==> src/inc/adl_pkg.sv <==
// constants shared by the alarm delay and loop fault block
package adl_pkg;
    // timing: one-second tick from the system clock
    localparam int CLK_PERIOD_NS = 8;
    localparam int TICK_PERIOD_NS = 1_000_000_000;
    localparam int TICK_CYCLES = TICK_PERIOD_NS / CLK_PERIOD_NS;
    // sizes
    localparam int NUM_ALARMS = 3;
    localparam int NUM_PID_SETS = 8;
    localparam int DLY_W = 10;
    localparam int DET_W = 14;
    localparam int LVL_W = 16;
    localparam int TYPE_W = 4;
    // setting limits and values after reset
    localparam logic [DLY_W-1:0] DLY_MAX = 10'h3E7;
    localparam logic [DLY_W-1:0] DLY_RST = 10'h000;
    localparam logic [DET_W-1:0] DET_MAX = 14'h270F;
    localparam logic [DET_W-1:0] DET_RST = 14'h0000;
    localparam logic [LVL_W-1:0] LVL_MIN = 16'h0001;
    localparam logic [LVL_W-1:0] LVL_MAX = 16'h7E90;
    localparam logic [LVL_W-1:0] LVL_RST = 16'h0050;
    localparam logic [LVL_W-1:0] BAND_RST = 16'h001E;
    // alarm type codes
    localparam logic [TYPE_W-1:0] TYPE_NONE = 4'h0;
    localparam logic [TYPE_W-1:0] TYPE_LOOP = 4'hC;
    localparam logic [TYPE_W-1:0] TYPE_RATE = 4'hD;
    // register byte offsets
    localparam logic [7:0] ADDR_CTRL = 8'h00;
    localparam logic [7:0] ADDR_STATUS = 8'h04;
    localparam logic [7:0] ADDR_TYPE = 8'h08;
    localparam logic [7:0] ADDR_LEVEL = 8'h0C;
    localparam logic [7:0] ADDR_BAND = 8'h10;
    localparam logic [7:0] ADDR_ON0 = 8'h20;
    localparam logic [7:0] ADDR_OFF0 = 8'h30;
    localparam logic [7:0] ADDR_DET0 = 8'h40;
    // field positions
    localparam int CTRL_LATCH_BIT = 0;
    localparam int CTRL_SET_LSB = 4;
    localparam int STAT_LF_BIT = 3;
    localparam int STAT_LATCH_BIT = 4;
    localparam int TYPE_STRIDE = 8;
    // bus responses
    localparam logic [1:0] RESP_OKAY = 2'h0;
    localparam logic [1:0] RESP_SLVERR = 2'h2;
endpackage

==> src/hdl/adl_top.sv <==
// alarm delay qualification and loop fault detection with AXI4-Lite registers
// Summary of operation
// - each of three alarms has its own on delay and off delay
// - alarm 1 delays apply to its own function; OR-ed extra alarms pass undelayed
// - delayed alarm state also drives indicator and status bit
// - on delay also qualifies after power-up and leaving initial setting level
// - initial setting level or converter error: delayed alarm states off at once, no off delay
// - alarm sets only after raw stays active longer than on delay
// - alarm clears only after raw stays inactive longer than off delay
// - raw toggle during a delay restarts the timer from the latest change
// - delays are 0 to 999 s, default 0, zero meaning no delay
// - delays count only for alarm types other than 0, 12 and 13
// - loop fault sets when large deviation fails to shrink by band in detect time
// - deviation within level threshold never sets the loop fault
// - loop fault clears on enough reduction, sets again on a short one
// - detection time 0 to 9999 s; zero disables loop fault detection
// - level threshold limited to its range, default 8.0
// - band limited to its range, default 3.0
// - loop fault reaches an alarm output only as alarm 1 type 12; LOOP_FAULT carries it directly
// - no detection during ramp, tuning, manual, stop or remote set point
// - with alarm 1 latch enabled a loop fault stays latched on
// - eight detection times, one per PID set; active set's time is used
// - auto-tuning writes detection time into tuned set unless heating/cooling
//
// The register addresses and the AXI4-Lite interface to the registers are this design's own decisions.
`timescale 1ns/1ns
module adl_top
    import adl_pkg::*;
#(
    parameter int TICK_CYCLES = adl_pkg::TICK_CYCLES
) (
    input wire logic SYS_CLK,
    input wire logic RST_N,
    input wire logic [7:0] S_AXI_AWADDR,
    input wire logic S_AXI_AWVALID,
    output logic S_AXI_AWREADY,
    input wire logic [31:0] S_AXI_WDATA,
    input wire logic [3:0] S_AXI_WSTRB,
    input wire logic S_AXI_WVALID,
    output logic S_AXI_WREADY,
    output logic [1:0] S_AXI_BRESP,
    output logic S_AXI_BVALID,
    input wire logic S_AXI_BREADY,
    input wire logic [7:0] S_AXI_ARADDR,
    input wire logic S_AXI_ARVALID,
    output logic S_AXI_ARREADY,
    output logic [31:0] S_AXI_RDATA,
    output logic [1:0] S_AXI_RRESP,
    output logic S_AXI_RVALID,
    input wire logic S_AXI_RREADY,
    input wire logic [adl_pkg::NUM_ALARMS-1:0] RAW_ALARM,
    input wire logic OTHER_ALARM1,
    input wire logic AD_ERROR,
    input wire logic INIT_LEVEL,
    input wire logic DEV_VALID,
    input wire logic signed [adl_pkg::LVL_W-1:0] DEV_DATA,
    input wire logic RAMPING,
    input wire logic AUTOTUNE,
    input wire logic MANUAL,
    input wire logic STOPPED,
    input wire logic REMOTE_SP,
    input wire logic HEAT_COOL,
    input wire logic AT_DONE,
    input wire logic [adl_pkg::DET_W-1:0] AT_TIME,
    output logic [adl_pkg::NUM_ALARMS-1:0] ALARM_OUT,
    output logic [adl_pkg::NUM_ALARMS-1:0] INDICATOR,
    output logic LOOP_FAULT
);
    import adl_pkg::*;

    localparam int TW = $clog2(TICK_CYCLES + 1);

    logic [TW-1:0] sec_cnt_r;
    logic tick_r;
    logic aw_held_r, w_held_r, bvalid_r, rvalid_r;
    logic [7:0] awaddr_r;
    logic [31:0] wdata_r, rdata_r, rd_mux;
    logic [3:0] wstrb_r;
    logic [1:0] bresp_r, rresp_r;
    logic do_write, wr_map, rd_map;
    logic [7:0] ctrl_r;
    logic [TYPE_W-1:0] type_r [NUM_ALARMS];
    logic [LVL_W-1:0] level_r, band_r, dev_abs_r, ref_r;
    logic [DLY_W-1:0] on_r [NUM_ALARMS];
    logic [DLY_W-1:0] off_r [NUM_ALARMS];
    logic [DET_W-1:0] det_r [NUM_PID_SETS];
    logic [DET_W-1:0] det_cur, lf_cnt_r;
    logic [2:0] pid_set;
    logic latch_en, latch_clr, suppress, lf_en, lf_r, lf_latch_r, lf_out, force_off;
    logic [NUM_ALARMS-1:0] raw_sel, alarm_q;
    logic [LVL_W:0] ref_need;

    // byte-lane merge of a write into an old register value
    function automatic logic [31:0] merge(input logic [31:0] old, input logic [31:0] d,
                                          input logic [3:0] s);
        logic [31:0] r;
        r = old;
        for (int b = 0; b < 4; b++) begin
            if (s[b]) r[8*b +: 8] = d[8*b +: 8];
        end
        return r;
    endfunction

    // true for every decoded register byte address
    function automatic logic mapped(input logic [7:0] a);
        return a == ADDR_CTRL || a == ADDR_STATUS || a == ADDR_TYPE || a == ADDR_LEVEL
            || a == ADDR_BAND || (a[7:4] == ADDR_ON0[7:4] && a[3:2] != 2'h3 && a[1:0] == 2'h0)
            || (a[7:4] == ADDR_OFF0[7:4] && a[3:2] != 2'h3 && a[1:0] == 2'h0)
            || (a[7:5] == ADDR_DET0[7:5] && a[1:0] == 2'h0);
    endfunction

    // one-second prescaler; long count so simulation can shorten it
    always_ff @(posedge SYS_CLK or negedge RST_N) begin
        if (!RST_N) begin
            sec_cnt_r <= '0;
            tick_r <= 1'b0;
        end else if (sec_cnt_r == TW'(TICK_CYCLES - 1)) begin
            sec_cnt_r <= '0;
            tick_r <= 1'b1;
        end else begin
            sec_cnt_r <= sec_cnt_r + 1'b1;
            tick_r <= 1'b0;
        end
    end

    // write address and data are taken in either order, held until the response
    assign S_AXI_AWREADY = !aw_held_r && !bvalid_r;
    assign S_AXI_WREADY = !w_held_r && !bvalid_r;
    assign do_write = aw_held_r && w_held_r && !bvalid_r;
    assign wr_map = mapped(awaddr_r);
    assign S_AXI_BVALID = bvalid_r;
    assign S_AXI_BRESP = bresp_r;

    always_ff @(posedge SYS_CLK or negedge RST_N) begin
        if (!RST_N) begin
            aw_held_r <= 1'b0;
            w_held_r <= 1'b0;
            bvalid_r <= 1'b0;
            awaddr_r <= 8'h00;
            wdata_r <= 32'h0000_0000;
            wstrb_r <= 4'h0;
            bresp_r <= RESP_OKAY;
        end else begin
            if (S_AXI_AWVALID && S_AXI_AWREADY) begin
                aw_held_r <= 1'b1;
                awaddr_r <= S_AXI_AWADDR;
            end
            if (S_AXI_WVALID && S_AXI_WREADY) begin
                w_held_r <= 1'b1;
                wdata_r <= S_AXI_WDATA;
                wstrb_r <= S_AXI_WSTRB;
            end
            if (do_write) begin
                aw_held_r <= 1'b0;
                w_held_r <= 1'b0;
                bvalid_r <= 1'b1;
                bresp_r <= wr_map ? RESP_OKAY : RESP_SLVERR;
            end else if (S_AXI_BREADY) begin
                bvalid_r <= 1'b0;
            end
        end
    end

    // control and type registers; unused type bits are not stored
    always_ff @(posedge SYS_CLK or negedge RST_N) begin
        logic [31:0] v;
        v = 32'h0;
        if (!RST_N) begin
            ctrl_r <= 8'h00;
            for (int i = 0; i < NUM_ALARMS; i++) type_r[i] <= TYPE_NONE;
        end else if (do_write && awaddr_r == ADDR_CTRL) begin
            v = merge({24'h0, ctrl_r}, wdata_r, wstrb_r) & 32'h0000_0071;
            ctrl_r <= v[7:0];
        end else if (do_write && awaddr_r == ADDR_TYPE) begin
            v = merge({12'h0, type_r[2], 4'h0, type_r[1], 4'h0, type_r[0]}, wdata_r, wstrb_r);
            for (int i = 0; i < NUM_ALARMS; i++) type_r[i] <= v[TYPE_STRIDE*i +: TYPE_W];
        end
    end

    assign latch_en = ctrl_r[CTRL_LATCH_BIT];
    assign pid_set = ctrl_r[CTRL_SET_LSB +: 3];
    assign latch_clr = do_write && awaddr_r == ADDR_STATUS && wstrb_r[0]
                       && wdata_r[STAT_LATCH_BIT];

    // level and band are limited to their ranges on every write
    always_ff @(posedge SYS_CLK or negedge RST_N) begin
        logic [31:0] v;
        v = 32'h0;
        if (!RST_N) begin
            level_r <= LVL_RST;
            band_r <= BAND_RST;
        end else if (do_write && awaddr_r == ADDR_LEVEL) begin
            v = merge({16'h0, level_r}, wdata_r, wstrb_r);
            level_r <= v < 32'(LVL_MIN) ? LVL_MIN
                       : v > 32'(LVL_MAX) ? LVL_MAX : v[LVL_W-1:0];
        end else if (do_write && awaddr_r == ADDR_BAND) begin
            v = merge({16'h0, band_r}, wdata_r, wstrb_r);
            band_r <= v > 32'(LVL_MAX) ? LVL_MAX : v[LVL_W-1:0];
        end
    end

    // on and off delay settings, at most 999 s each
    always_ff @(posedge SYS_CLK or negedge RST_N) begin
        logic [31:0] v;
        v = 32'h0;
        if (!RST_N) begin
            for (int i = 0; i < NUM_ALARMS; i++) begin
                on_r[i] <= DLY_RST;
                off_r[i] <= DLY_RST;
            end
        end else if (do_write && wr_map && awaddr_r[7:4] == ADDR_ON0[7:4]) begin
            v = merge({22'h0, on_r[awaddr_r[3:2]]}, wdata_r, wstrb_r);
            on_r[awaddr_r[3:2]] <= v > 32'(DLY_MAX) ? DLY_MAX : v[DLY_W-1:0];
        end else if (do_write && wr_map && awaddr_r[7:4] == ADDR_OFF0[7:4]) begin
            v = merge({22'h0, off_r[awaddr_r[3:2]]}, wdata_r, wstrb_r);
            off_r[awaddr_r[3:2]] <= v > 32'(DLY_MAX) ? DLY_MAX : v[DLY_W-1:0];
        end
    end

    // per-set detection times; a finished tuning run wins over a bus write
    always_ff @(posedge SYS_CLK or negedge RST_N) begin
        logic [31:0] v;
        v = 32'h0;
        if (!RST_N) begin
            for (int i = 0; i < NUM_PID_SETS; i++) det_r[i] <= DET_RST;
        end else if (AT_DONE && !HEAT_COOL) begin
            det_r[pid_set] <= AT_TIME > DET_MAX ? DET_MAX : AT_TIME;
        end else if (do_write && wr_map && awaddr_r[7:5] == ADDR_DET0[7:5]) begin
            v = merge({18'h0, det_r[awaddr_r[4:2]]}, wdata_r, wstrb_r);
            det_r[awaddr_r[4:2]] <= v > 32'(DET_MAX) ? DET_MAX : v[DET_W-1:0];
        end
    end

    // read data mux; unmapped reads return zero with an error response
    always_comb begin
        rd_mux = 32'h0000_0000;
        unique case (S_AXI_ARADDR[7:4])
            4'h0: begin
                if (S_AXI_ARADDR[3:0] == ADDR_CTRL[3:0]) rd_mux = {24'h0, ctrl_r};
                if (S_AXI_ARADDR[3:0] == ADDR_STATUS[3:0])
                    rd_mux = {27'h0, lf_latch_r, lf_r, alarm_q};
                if (S_AXI_ARADDR[3:0] == ADDR_TYPE[3:0])
                    rd_mux = {12'h0, type_r[2], 4'h0, type_r[1], 4'h0, type_r[0]};
                if (S_AXI_ARADDR[3:0] == ADDR_LEVEL[3:0]) rd_mux = {16'h0, level_r};
            end
            4'h1: rd_mux = {16'h0, band_r};
            4'h2: rd_mux = S_AXI_ARADDR[3:2] == 2'h3 ? 32'h0 : {22'h0, on_r[S_AXI_ARADDR[3:2]]};
            4'h3: rd_mux = S_AXI_ARADDR[3:2] == 2'h3 ? 32'h0 : {22'h0, off_r[S_AXI_ARADDR[3:2]]};
            4'h4, 4'h5: rd_mux = {18'h0, det_r[S_AXI_ARADDR[4:2]]};
            default: rd_mux = 32'h0000_0000;
        endcase
    end

    assign rd_map = mapped(S_AXI_ARADDR);
    assign S_AXI_ARREADY = !rvalid_r;
    assign S_AXI_RVALID = rvalid_r;
    assign S_AXI_RDATA = rdata_r;
    assign S_AXI_RRESP = rresp_r;

    // read channel: one registered answer per address
    always_ff @(posedge SYS_CLK or negedge RST_N) begin
        if (!RST_N) begin
            rvalid_r <= 1'b0;
            rdata_r <= 32'h0000_0000;
            rresp_r <= RESP_OKAY;
        end else if (S_AXI_ARVALID && !rvalid_r) begin
            rvalid_r <= 1'b1;
            rdata_r <= rd_map ? rd_mux : 32'h0000_0000;
            rresp_r <= rd_map ? RESP_OKAY : RESP_SLVERR;
        end else if (S_AXI_RREADY) begin
            rvalid_r <= 1'b0;
        end
    end

    // magnitude of the latest deviation sample
    always_ff @(posedge SYS_CLK or negedge RST_N) begin
        if (!RST_N) begin
            dev_abs_r <= '0;
        end else if (DEV_VALID) begin
            dev_abs_r <= DEV_DATA[LVL_W-1] ? LVL_W'(-DEV_DATA) : DEV_DATA;
        end
    end

    assign det_cur = det_r[pid_set];
    assign suppress = RAMPING || AUTOTUNE || MANUAL || STOPPED || REMOTE_SP;
    assign force_off = INIT_LEVEL || AD_ERROR;
    assign lf_en = det_cur != '0 && !suppress;
    assign ref_need = {1'b0, dev_abs_r} + {1'b0, band_r};

    // loop fault: judge the reduction at the end of each detection interval
    always_ff @(posedge SYS_CLK or negedge RST_N) begin
        if (!RST_N) begin
            lf_r <= 1'b0;
            lf_cnt_r <= '0;
            ref_r <= '0;
        end else if (!lf_en || dev_abs_r <= level_r) begin
            lf_r <= 1'b0;
            lf_cnt_r <= '0;
            ref_r <= dev_abs_r;
        end else if (tick_r) begin
            if (lf_cnt_r + 1'b1 >= det_cur) begin
                lf_cnt_r <= '0;
                ref_r <= dev_abs_r;
                // enough reduction clears, a short one sets again
                lf_r <= {1'b0, ref_r} < ref_need;
            end else begin
                lf_cnt_r <= lf_cnt_r + 1'b1;
            end
        end
    end

    // latch holds a loop fault until software clears it; a new fault wins
    always_ff @(posedge SYS_CLK or negedge RST_N) begin
        if (!RST_N) begin
            lf_latch_r <= 1'b0;
        end else if (latch_en && lf_r) begin
            lf_latch_r <= 1'b1;
        end else if (latch_clr || !latch_en) begin
            lf_latch_r <= 1'b0;
        end
    end

    assign lf_out = lf_r || lf_latch_r;

    // per-channel raw select and delay qualification
    generate
        for (genvar i = 0; i < NUM_ALARMS; i++) begin : g_ch
            logic use_dly;
            assign use_dly = type_r[i] != TYPE_NONE && type_r[i] != TYPE_LOOP
                             && type_r[i] != TYPE_RATE;
            // type 12 routes the loop fault only on channel 1
            assign raw_sel[i] = type_r[i] == TYPE_NONE ? 1'b0
                              : type_r[i] == TYPE_LOOP ? (i == 0 ? lf_out : 1'b0)
                              : RAW_ALARM[i];
            adl_delay #(.DW(DLY_W)) u_dly (
                .clk(SYS_CLK),
                .rst_n(RST_N),
                .tick(tick_r),
                .force_off(force_off),
                .raw(raw_sel[i]),
                .on_dly(use_dly ? on_r[i] : DLY_RST),
                .off_dly(use_dly ? off_r[i] : DLY_RST),
                .q(alarm_q[i])
            );
        end
    endgenerate

    // outputs; extra alarm 1 sources bypass the delay
    always_ff @(posedge SYS_CLK or negedge RST_N) begin
        if (!RST_N) begin
            ALARM_OUT <= '0;
            INDICATOR <= '0;
            LOOP_FAULT <= 1'b0;
        end else begin
            ALARM_OUT <= {alarm_q[2:1], alarm_q[0] | OTHER_ALARM1};
            INDICATOR <= {alarm_q[2:1], alarm_q[0] | OTHER_ALARM1};
            LOOP_FAULT <= lf_out;
        end
    end

    property p_force;
        @(posedge SYS_CLK) disable iff (!RST_N)
        force_off ##1 force_off |=> ALARM_OUT[2:1] == 2'b00 && ALARM_OUT[0] == $past(OTHER_ALARM1);
    endproperty
    a_force: assert property (p_force) else $error("alarms not forced off");

    property p_other;
        @(posedge SYS_CLK) disable iff (!RST_N)
        OTHER_ALARM1 |=> ALARM_OUT[0] && INDICATOR[0];
    endproperty
    a_other: assert property (p_other) else $error("extra alarm 1 source was delayed");

    property p_ind;
        @(posedge SYS_CLK) disable iff (!RST_N)
        ##1 INDICATOR == ALARM_OUT && ALARM_OUT[2:1] == $past(alarm_q[2:1]);
    endproperty
    a_ind: assert property (p_ind) else $error("indicator differs from alarm");

    property p_det0;
        @(posedge SYS_CLK) disable iff (!RST_N)
        det_cur == '0 |=> !lf_r;
    endproperty
    a_det0: assert property (p_det0) else $error("loop fault with detection off");

    property p_level;
        @(posedge SYS_CLK) disable iff (!RST_N)
        dev_abs_r <= level_r |=> !lf_r;
    endproperty
    a_level: assert property (p_level) else $error("loop fault inside level");

    property p_suppress;
        @(posedge SYS_CLK) disable iff (!RST_N)
        suppress |=> !lf_r ##1 (!LOOP_FAULT || $past(lf_latch_r));
    endproperty
    a_suppress: assert property (p_suppress) else $error("loop fault while suppressed");

    property p_latch;
        @(posedge SYS_CLK) disable iff (!RST_N)
        lf_latch_r && latch_en && !latch_clr |=> lf_latch_r ##1 LOOP_FAULT;
    endproperty
    a_latch: assert property (p_latch) else $error("latched loop fault dropped");

    property p_type12;
        @(posedge SYS_CLK) disable iff (!RST_N)
        type_r[1] == TYPE_LOOP && !alarm_q[1] |=> !alarm_q[1];
    endproperty
    a_type12: assert property (p_type12) else $error("type 12 acted on alarm 2");

    property p_tune;
        @(posedge SYS_CLK) disable iff (!RST_N)
        AT_DONE && !HEAT_COOL && AT_TIME <= DET_MAX |=> det_r[$past(pid_set)] == $past(AT_TIME);
    endproperty
    a_tune: assert property (p_tune) else $error("tuning result not stored");

    property p_judge;
        @(posedge SYS_CLK) disable iff (!RST_N)
        lf_en && dev_abs_r > level_r && tick_r && lf_cnt_r + 1'b1 >= det_cur
            |=> lf_r == ($past({1'b0, ref_r}) < $past(ref_need));
    endproperty
    a_judge: assert property (p_judge) else $error("loop fault judged wrongly");
endmodule

==> src/hdl/adl_delay.sv <==
// on/off delay qualifier for one alarm channel
`timescale 1ns/1ns
module adl_delay #(
    parameter int DW = 10
) (
    input wire logic clk,
    input wire logic rst_n,
    input wire logic tick,
    input wire logic force_off,
    input wire logic raw,
    input wire logic [DW-1:0] on_dly,
    input wire logic [DW-1:0] off_dly,
    output logic q
);
    logic [DW-1:0] cnt_r;
    logic [DW-1:0] dly;

    // delay that applies to the pending change
    assign dly = q ? off_dly : on_dly;

    // qualified state; counts whole ticks since the latest raw transition
    always_ff @(posedge clk or negedge rst_n) begin
        if (!rst_n) begin
            q <= 1'b0;
            cnt_r <= '0;
        end else if (force_off) begin
            q <= 1'b0;
            cnt_r <= '0;
        end else if (raw == q) begin
            cnt_r <= '0;
        end else if (dly == '0) begin
            q <= raw;
            cnt_r <= '0;
        end else if (tick) begin
            // switch on the tick that makes the elapsed time exceed the delay
            if (cnt_r == dly) begin
                q <= raw;
                cnt_r <= '0;
            end else begin
                cnt_r <= cnt_r + 1'b1;
            end
        end
    end

    property p_on_time;
        @(posedge clk) disable iff (!rst_n)
        $rose(q) && $past(on_dly) != '0 |-> $past(cnt_r) == $past(on_dly) && $past(tick);
    endproperty
    a_on_time: assert property (p_on_time) else $error("alarm set before on delay ran out");

    property p_off_time;
        @(posedge clk) disable iff (!rst_n)
        $fell(q) && !$past(force_off) && $past(off_dly) != '0
            |-> $past(cnt_r) == $past(off_dly) && $past(tick);
    endproperty
    a_off_time: assert property (p_off_time) else $error("alarm cleared before off delay");

    property p_zero_dly;
        @(posedge clk) disable iff (!rst_n)
        !force_off && raw && !q && on_dly == '0 |=> q;
    endproperty
    a_zero_dly: assert property (p_zero_dly) else $error("zero on delay did not pass alarm");

    property p_restart;
        @(posedge clk) disable iff (!rst_n)
        !q && !raw ##1 raw && !force_off |-> cnt_r == '0;
    endproperty
    a_restart: assert property (p_restart) else $error("delay timer did not restart");
endmodule

==> config.mk <==
export PLATFORM = sky130hd
export DESIGN_NAME = adl_top
export DESIGN_NICKNAME = d
export VERILOG_FILES = /design/src/inc/adl_pkg.sv /design/src/hdl/adl_top.sv /design/src/hdl/adl_delay.sv
export SDC_FILE = /design/constraint.sdc
export NUM_CORES = 1
export LEC_CHECK = 0
export BUFFER_PORTS_ARGS = -buffer_cell sky130_fd_sc_hd__buf_2
export CAP_MARGIN = 40
export CORE_ASPECT_RATIO = 1.1
export CORE_MARGIN = 1
export CORE_UTILIZATION = 45
export DETAILED_ROUTE_END_ITERATION = 7
export PLACE_DENSITY = 0.65
export REMOVE_ABC_BUFFERS = 1
export SYNTH_ARGS = -nofsm -noshare
export SYNTH_HDL_FRONTEND = slang
export SYNTH_SLANG_ARGS = --single-unit
==> constraint.sdc <==
create_clock -name SYS_CLK -period 4.1 [get_ports SYS_CLK]
set_input_delay 0.205 -clock SYS_CLK [delete_from_list [all_inputs] [get_ports SYS_CLK]]
set_output_delay 0.205 -clock SYS_CLK [all_outputs]
set_load 0.005 [all_outputs]
**After elaboration in Yosys (flattened, before gate mapping)**

Index checks and enable logic that the tools add are counted.

- Output and inout bits: 48
- Bits of input ports: 103
- Logic and storage cells: 396
- Bits in registers: 417

- Bitwise gates (word level): 9
- Magnitude comparators: 18
- Muxes and demuxes: 161
- Add/sub/neg operators: 7
- Reductions and logical operators: 114
- Equal/unequal tests: 42

Operators with widths:

| cell | number |
|---|---|
| 2-to-1 mux 10 bit | 37 |
| 2-to-1 mux 8 bit | 44 |
| bitwise mux 112 bit | 2 |
| 2-to-1 mux 112 bit | 2 |
| 2-to-1 mux 14 bit | 13 |
| case mux 32 bit (5 select lines) | 1 |
| 2-to-1 mux 32 bit | 4 |
| binary-select mux 14 bit (select 3 bit) | 3 |
| 2-to-1 mux 16 bit | 7 |
| demux 14 bit (select 3 bit) | 2 |
| binary-select mux 10 bit (select 2 bit) | 4 |
| greater-than comparator 32 x 10 -> 1 bit (second input constant) | 2 |
| greater-than comparator 32 x 15 -> 1 bit (second input constant) | 2 |
| bitwise mux 30 bit | 2 |
| logical AND 1 bit | 40 |
| 2-to-1 mux 1 bit | 35 |
| equality test 8 x 4 -> 1 bit (second input constant) | 4 |
| greater-than comparator 32 x 14 -> 1 bit (second input constant) | 1 |
| < comparator 32 x 1 -> 1 bit (second input constant) | 1 |
| adder 10 x 1 -> 10 bit (second input constant) | 3 |
| equality test 10 bit | 3 |
| logical NOT 10 bit | 3 |
| adder 27 x 1 -> 27 bit (second input constant) | 1 |
| equality test 27 bit (second input constant) | 1 |
| other kinds (42) | 134 |

**Depth between registers and ports, before layout**

Gate-level depths: netlist of run 1.

- Word-level depth: 17
- Mapped depth: 18
- Mapped depth without buffers: 18

**By module**

Synthesis of run 1 repeated with hierarchy kept, for this count alone.

- Cells, all modules: 2507
- Area, all modules: 25191.7 um^2

Modules (own cells, without submodules):

| module | sequential area each (um^2) | times used | area an instance (um^2) | cells an instance |
|---|---|---|---|---|
| adl_top | 9266.4 | 1 | 22417.8 | 2201 |
| adl_delay | 275.3 | 3 | 924.6 | 102 |

**Worst setup path after synthesis of run 1**

Ideal clock, no wire load.

- Path type: flip-flop to flip-flop
- Start: register band_r[1]
- End: register lf_r
- Arrival: 3294 ps
- Period minus slack after synthesis: 3372 ps
- Path buffers: 0
- Data required time: 4023 ps
- Slack: 728 ps
- Setup time: 77 ps
- Stages on the path, launching flop included: 16
- Cells stage by stage: dfstp_2 ha_1 a211oi_1 o21ai_0 a221oi_1 a21oi_1 a21o_1 a21o_1 a21o_1 o31ai_1 xor2_1 ha_1 or3_1 a221oi_1 o21ai_0 a21oi_1

- Longest elaborated chain between the ends: 5

Ends and longest elaborated chain:

| item | RTL line | source |
|---|---|---|
| start, declared | adl_top.sv:83 | `logic [LVL_W-1:0] level_r, band_r, dev_abs_r, ref_r;` |
| start signal, assigned | adl_top.sv:198 | `band_r <= v > 32'(LVL_MAX) ? LVL_MAX : v[LVL_W-1:0];` |
| adder 16 x 16 -> 17 bit | adl_top.sv:288 | `assign ref_need = {1'b0, dev_abs_r} + {1'b0, band_r};` |
| < comparator 16 x 17 -> 1 bit | adl_top.sv:305 | `lf_r <= {1'b0, ref_r} < ref_need;` |
| 2-to-1 mux 1 bit | adl_top.sv:301 | `if (lf_cnt_r + 1'b1 >= det_cur) begin` |
| 2-to-1 mux 1 bit | adl_top.sv:300 | `end else if (tick_r) begin` |
| 2-to-1 mux 1 bit | adl_top.sv:296 | `end else if (!lf_en \|\| dev_abs_r <= level_r) begin` |
| end signal, assigned | adl_top.sv:305 |  |
| end, declared | adl_top.sv:89 | `logic latch_en, latch_clr, suppress, lf_en, lf_r, lf_latch_r, lf_out, force_off;` |

Every way passes these cells. The select of a mux whose other input is x is not followed.
A chain may end at the register's enable or synchronous reset.

**Final worst setup path of run 1**

- Start: register ctrl_r[4]
- End: register ref_r[1]

- Longest elaborated chain between the ends: 10
- Elaborated cells between the ends (all ways): 13
- Classes of those cells: 1 x order compare; 4 x mux; 1 x bitwise; 7 x reduce/logical

Ends and longest elaborated chain:

| item | RTL line | source |
|---|---|---|
| start, declared | adl_top.sv:81 | `logic [7:0] ctrl_r;` |
| start signal, assigned | adl_top.sv:173 | `ctrl_r <= v[7:0];` |
| NOT 3 -> 4 bit (not written as such) * | adl_top.sv:284 | `assign det_cur = det_r[pid_set];` |
| binary-select mux 14 bit (select 3 bit) * | adl_top.sv:284 |  |
| 2-to-1 mux 14 bit (not written as such) * (2 in series) | adl_top.sv:284 |  |
| parallel branches: the longest is 6 deep, another holds greater-or-equal comparator 14 bit | - |  |
| end signal, assigned | adl_top.sv:299 | `ref_r <= dev_abs_r;` |
| end signal, assigned | adl_top.sv:303 | `ref_r <= dev_abs_r;` |
| end, declared | adl_top.sv:83 |  |

Every way passes the cells marked *. The select of a mux whose other input is x is not followed.

==> impl_metrics.toml, run 1 <==
[clock_tree]
clock_latency_ns = 0.61
numCtsBuffers = 45
clockRootBuffer = "clkbuf_16"
h-tree-depth = 2
clk_path_buf_depth = 3
clock_sinks = 403
cts.clk_slew.worst_paths_ns = 0.07
cts_tree = "done"

[finish]
ff_latch_area_um2 = 10090
multiInputGateArea_um2 = 13710
area_delta_synth_final_pct = 15.53
fin_area_um2 = 28610
n_fill_cell = 4819
drive_above_1_share_pct = 18.33
nets = 2865

[routing]
drt-vias-per-instance = 6.389
num_vias = 22107
wl_um = 86960
drt_iter0_drc = 2305
route.detailed.drc = 0
dr.pass1.iters = 6
routedWlPerCell_um = 25.13
ant_nets = 0

[logic_synthesis]
synth_top_area_cell = "dfrtp_1"
synth_cell_types = 80
synth_edf_count = 0
synth_seq_area_share_pct = 40.76
synth_seq_cells = 403
mappedNetlistArea_um2 = 24760
synth_warnings = 0
async_flop_share_pct = 100.0
ys_top_cells_by_area = "dfrtp_1, mux4_2, o21ai_0, mux2i_1, mux2_2"
synth-main-ff-cell = "dfrtp_1"
syn_area_per_cell_um2 = 9.826
syn_inst = 2520
synth_top_cell_area_share_pct = 40.12

[pwr]
p_per_area_nw_per_um2 = 558.2
vdd.ir_drop.worst_v = 0.0003347
power_frac_comb_pct = 35.5
switchingPower_mw = 6.245
intPower_mw = 9.723
p_leak_nw = 12.38
clockPowerShare_pct = 26.7
share_seq_of_total_power_pct = 37.8
netSwitchingFraction_pct = 39.11

[grt]
antenna_found_initial = 5
grt_use_total_pct = 30.91
grt_pass1_vias = 21390
grt_max_degree = 113
grt_pass1_wl_um = 131200
grt_overflow = 0

[floorplanning]
coreArea_um2 = 54010
rows = 89
die_h_um = 248.0
initial_utilization_pct = 45.85
die-width_um = 225.7
dieArea_um2 = 55970
io_pins = 151

[status]
status = "finished, final reports clean"

[critical_path]
worstPathArrival_ns = 4.39
rr_startpoint = "ctrl_r[4]"
r2r_end = "ref_r[1]"
reg2reg_depth = 16
path_common_cell = "a21oi_1"
crit_type = "reg -> reg"
worstPathMaxFanout = 18
critPathLaunchType = "flop"
cp_cell_sequence = "buf_4 -> inv_2 -> a31o_1 -> a221o_1 -> inv_1 -> ha_1 -> a21o_1 -> a21oi_1 -> o21ai_0 -> a21oi_1 -> o21ai_0 -> a21oi_1 -> nor2_1 -> nor2b_4 -> buf_12 -> mux2_2"
max_stage_delay_ns = 0.50
critPathSlowestCell = "dfrtp_1"
ff2ff_setup_slack_ns = 0.19
endpoint_kind = "flop"
required_ns = 4.57

[timing]
drv_slew = 0
slew_headroom_pct = 36.36
period_minus_slack_ns = 3.912
fmax_ghz = 0.2556
skew_ns = 0.02301
final-setup-viol-count = 0
worstMarginPinSlew_ns = 0.9547
setup-tns-final_ns = 0
finalHoldViolations = 0
post-route-period-util_pct = 95.43
grt_setup_unrepaired = "no"
whs_ns = 0.03106

[place]
postPlaceCellArea_um2 = 26380
gp_congestion = 1.008
io_buffers = 136
hpwl_um = 62380

[hold_path]
whs_path_depth = 3
holdCritPathClass = "in -> reg"
hold_path_end = "g_ch[2].u_dly.q"
hp-start = "AD_ERROR"

[run]
drv_cap = 0
## worst max path at each step
stage                          from  endpoint  slack (ns)  depth (start not counted)
after floorplan           ctrl_r[6]  ref_r[0]        0.13                         13
after global placement    ctrl_r[4]  ref_r[0]        0.32                         16
after detailed placement  ctrl_r[4]  ref_r[2]        0.23                         16
after CTS                 ctrl_r[4]  ref_r[2]        0.19                         16
after global routing      band_r[1]      lf_r        0.09                         15
final                     ctrl_r[4]  ref_r[1]        0.19                         16
## synthesized netlist by cell type (13+ instances only)
cell type,n
a21oi_1,164
nor2_1,152
a211oi_1,14
a221oi_1,13
mux2_2,83
xor2_1,63
nand2_1,189
buf_2,18
o22ai_1,26
nand3b_1,15
nor3_1,27
and2_1,20
a22o_1,24
or3_1,16
dfrtp_1,397
a31oi_1,15
xnor2_1,28
and3_1,46
nor3b_1,13
mux4_2,63
nand3_1,44
buf_4,23
o21ai_0,283
mux2i_1,104
ha_1,67
nand2b_1,38
a22oi_1,107
clkbuf_1,106
nor2b_1,36
nor4_1,25
buf_1,22
inv_1,55
a21o_1,25
nand4_1,28
## cell families (layout without fill, tap and decap cells)
| logic type | count (synthesis) | count (layout) | synth area share (%) |
|---|---|---|---|
| xor gates and xnor gates | 91 | 91 | 3.219 |
| buffers and inverters | 233 | 428 | 4.234 |
| other | 1 | 18 | 0.01514 |
| muxes | 269 | 269 | 15.17 |
| DFF | 403 | 403 | 40.76 |
| and+or+nand+nor | 691 | 691 | 14.15 |
| adders and majority gates | 68 | 68 | 3.466 |
| AOI/OAI and AO/OA | 764 | 764 | 18.98 |
## worst max-delay path: cells and delay by family, from the launching register on
kind / cells / cell delay [ns]
AND/OR/NAND/NOR: 2 / 0.40
buffers and inverters: 4 / 0.74
flip-flops: 1 / 0.50
AO/OA/AOI/OAI: 8 / 1.51
multiplexers: 1 / 0.35
adder cells (fa/ha/maj): 1 / 0.23
## sequential cells by signal (all words and copies together) (netlist names), 20 cells and up
signal,count
S_AXI_RDATA,20
det_r,112
g_ch.u_dly.cnt_r,30
off_r,30
on_r,30
sec_cnt_r,27
wdata_r,32
## final cells by class
class	count	area share [%]
multi-input combinational	1897	47.93
sequential	403	35.29
timing repair buffer	290	7.374
clock buffer	65	4.724
tap	728	3.184
inverter	57	0.7479
clock inverter	16	0.7173
antenna	4	0.03499
## power groups by stage
stage | registers (mW) | clock network, mW | logic (mW)
6_report | 6.03 | 4.26 | 5.67
5_1_grt | 6.10 | 4.46 | 6.13
4_1_cts | 5.96 | 4.32 | 5.55
3_5_place_dp | 6.02 | 0 | 5.48
3_3_place_gp | 6.00 | 0 | 5.33
2_1_floorplan | 5.71 | 0 | 3.47
## routing by layer
| layer | vias to the layer above | GRT usage [%] | share of wire [%] |
|---|---|---|---|
| li1 | 9704 | - | - |
| met1 | 10935 | 39.55 | 40 |
| met2 | 1178 | 48.98 | 45 |
| met3 | 286 | 7.549 | 9.5 |
| met4 | 4 | 15.31 | 5.3 |
| met5 | - | 0 | 0.031 |
## cells in the final DEF, fill, tap and decap left out, types with 64 or more instances in the layout
master         instances
buf_4                 76
mux2_2                83
dlygate4sd3_1         64
o21ai_0              283
buf_2                138
a22oi_1              107
dfrtp_1              395
mux2i_1              104
a21oi_1              162
ha_1                  67
nor2_1               152
nand2_1              189
## repair_timing
item | 4_1_cts | 5_1_grt
hold buffers | 64 | 0
buffers inserted | 0 | 1
setup endpoints to repair | 0 | 4
gates resized for setup | 0 | 2
endpoints found under the hold margin | 162 | 0
## metrics by stage
step           util, %  instances  power [mW]  setup slack (ns)
4_1_cts          52.90       3454       15.83            0.1878
3_5_place_dp     48.84       3309       11.50            0.2329
2_1_floorplan        -       2357       9.180            0.1272
6_report         52.97       3460       15.97            0.1875
5_1_grt          52.95       3457       16.69           0.09453
3_3_place_gp     48.63       3298       11.33            0.3228
No activity file was read; power rests on OpenSTA's default activity.
==> run 2: changes to the inputs <==
--- a/config.mk
+++ b/config.mk
@@ -5,7 +5,7 @@
 export SDC_FILE = /design/constraint.sdc
 export NUM_CORES = 1
 export LEC_CHECK = 0
-export BUFFER_PORTS_ARGS = -buffer_cell sky130_fd_sc_hd__buf_2
+export BUFFER_PORTS_ARGS = -buffer_cell sky130_fd_sc_hd__clkbuf_2
 export CAP_MARGIN = 40
 export CORE_ASPECT_RATIO = 1.1
 export CORE_MARGIN = 1
==> run 2 against run 1 <==
Total power rose by 2.8%. Hold slack improved by 0.0048 ns. Clock-buffer cell count increased by 1. Clock power increased by 11%. First-iteration DRC count increased by 17%. Register-to-register slack improved by 0.04 ns. Routed wire length rose by 0.46%. Non-clock buffer count increased by 6. Critical path type unchanged. Highest routed layer unchanged.
==> impl_metrics.toml, run 2 (synthesis gave the netlist of run 1 again) <==
[routing]
drt_iter0_drc = 2686
ant_nets = 0
routedWlPerCell_um = 25.19
route.detailed.drc = 0
wl_um = 87360
dr.pass1.iters = 8
num_vias = 22060
drt-vias-per-instance = 6.361

[timing]
drv_slew = 0
finalHoldViolations = 0
grt_setup_unrepaired = "no"
slew_headroom_pct = 35.68
fmax_ghz = 0.2585
period_minus_slack_ns = 3.869
worstMarginPinSlew_ns = 0.9624
fin_ws_ns = 0.2311
post-route-period-util_pct = 94.36
setup-tns-final_ns = 0
final-setup-viol-count = 0
skew_ns = 0.03565

[status]
status = "finished, final reports clean"

[pwr]
vdd.ir_drop.worst_v = 0.0004546
intPower_mw = 10.10
clockPowerShare_pct = 28.7
switchingPower_mw = 6.320
total_power_mw = 16.42
netSwitchingFraction_pct = 38.49
power_frac_comb_pct = 34.4
p_per_area_nw_per_um2 = 568.1
p_leak_nw = 12.52
share_seq_of_total_power_pct = 36.9

[clock_tree]
clockRootBuffer = "clkbuf_16"
clock_latency_ns = 0.63
h-tree-depth = 2
cts.clk_slew.worst_paths_ns = 0.07
numCtsBuffers = 46
clk_path_buf_depth = 3
cts_tree = "done"
clock_sinks = 403

[critical_path]
rr_startpoint = "ctrl_r[5]"
endpoint_kind = "flop"
worstPathMaxFanout = 34
worstPathArrival_ns = 4.37
startpoint = "ctrl_r[5]"
crit_type = "reg -> reg"
critPathLaunchType = "flop"
required_ns = 4.60

[grt]
grtUsageMet3_pct = 5.320
grt_max_degree = 113
busiest_layer = "met2"
grt_pass1_vias = 21469
grt_use_total_pct = 31.24
antenna_found_initial = 1
grt_overflow = 0
grt_use_met2_pct = 49.12
grt_pass1_wl_um = 132700
met1_usage_pct = 42.31

[finish]
reg.largest.list = "det_r (112), wdata_r (32)"
fin_area_um2 = 28900
area_delta_synth_final_pct = 16.71
n_fill_cell = 4732
top_register = "det_r"
multiInputGateArea_um2 = 13720
ff_latch_area_um2 = 10090
nets = 2873
num_antenna_cells = 0
final_cell_mix = "dfrtp_1, o21ai_0, nand2_1"
finalNonFillerCells = 3468
mostFrequentLayoutCell = "dfrtp_1"
largest_reg_flops = 112
drive_above_1_share_pct = 18.50

[hold_path]
holdCritPathClass = "in -> reg"
hp-start = "DEV_DATA[1]"

[place]
postPlaceCellArea_um2 = 26480
io_buffers = 136
dp_cells = 3315
gp_congestion = 0.9857
hpwl_um = 62960
preCtsSetupSlack_ns = 0.004298

[floorplanning]
die-width_um = 225.7
coreArea_um2 = 54010
dieArea_um2 = 55970
io_pins = 151
initial_utilization_pct = 45.85
die_h_um = 248.0
rows = 89

[run]
drv_cap = 0
run 2: changes by cell type in the layout (fill, tap and decap cells not counted), moves of 2 or more:
cell | before | now
clkinv_2 | 8 | 6
bufinv_16 | 3 | 9
buf_2 | 138 | 2
buf_12 | 7 | 9
clkbuf_8 | 15 | 12
diode_2 | 4 | 0
clkbuf_1 | 5 | 8
clkbuf_2 | 0 | 133
buf_4 | 76 | 80
buf_16 | 0 | 2
run 2: power by group through the flow:
stage / registers, mW / clock network, mW / logic [mW]
after floorplan: 5.71 / 0 / 3.47
after global placement: 6.01 / 0 / 5.36
after detailed placement: 6.04 / 0 / 5.49
after CTS: 5.98 / 4.76 / 5.57
after global routing: 6.11 / 4.94 / 6.13
final: 6.05 / 4.71 / 5.66
run 2: worst max-delay path: stages, from the launching register on:
cell and delay [ns]:
dfrtp_1 0.40, buf_12 0.22, mux4_2 0.32, o21ai_0 0.51, ha_1 0.36, a21o_1 0.18, a31oi_1 0.13, o21ai_0 0.13
a21oi_1 0.17, o21ai_0 0.14, a21oi_1 0.22, nor2_1 0.16, nor2b_4 0.42, mux2_4 0.33
run 2: layer usage:
metal  vias up  routed length, um  share of wire, %
met5         -                 14             0.016
met3       284               7394               8.5
met1     10909              35620                41
met4         2               4070               4.7
met2      1153              40260                46
li1       9712                  -                 -
run 2: path summary, 6_finish.rpt:
path                            cells after the start  slack (ns)                endpoint
worst max-delay path                               13        0.23                ref_r[4]
worst min-delay path                                3        0.04            dev_abs_r[1]
worst max register to register                     13        0.23                ref_r[4]
worst min register to register                      1        0.50           sec_cnt_r[19]
max in group asynchronous                           3        2.66              wdata_r[4]
min in group asynchronous                           2        0.28  g_ch[1].u_dly.cnt_r[2]
run 2: metrics by stage:
stage | util, % | hold slack, ns
floorplan | - | -0.09059
global placement | 48.75 | 0.3589
detailed placement | 49.03 | 0.3729
CTS | 53.46 | 0.01381
global route | 53.51 | 0.02399
finish | 53.51 | 0.03589
run 2: layout make-up:
class	count	share of cell area [%]
Multi-Input combinational cell	1898	47.47
Sequential cell	403	34.93
Timing Repair Buffer	296	7.715
Clock buffer	66	4.658
Tap cell	728	3.152
Clock inverter	20	1.338
Inverter	57	0.7403
run 2: repair_timing:
item | in CTS | in global routing
setup buffers | 0 | 1
endpoints found under the hold margin | 168 | 0
resized for setup | 0 | 2
hold buffers | 65 | 0
cloned | 1 | 0
setup endpoints to repair | 5 | 18
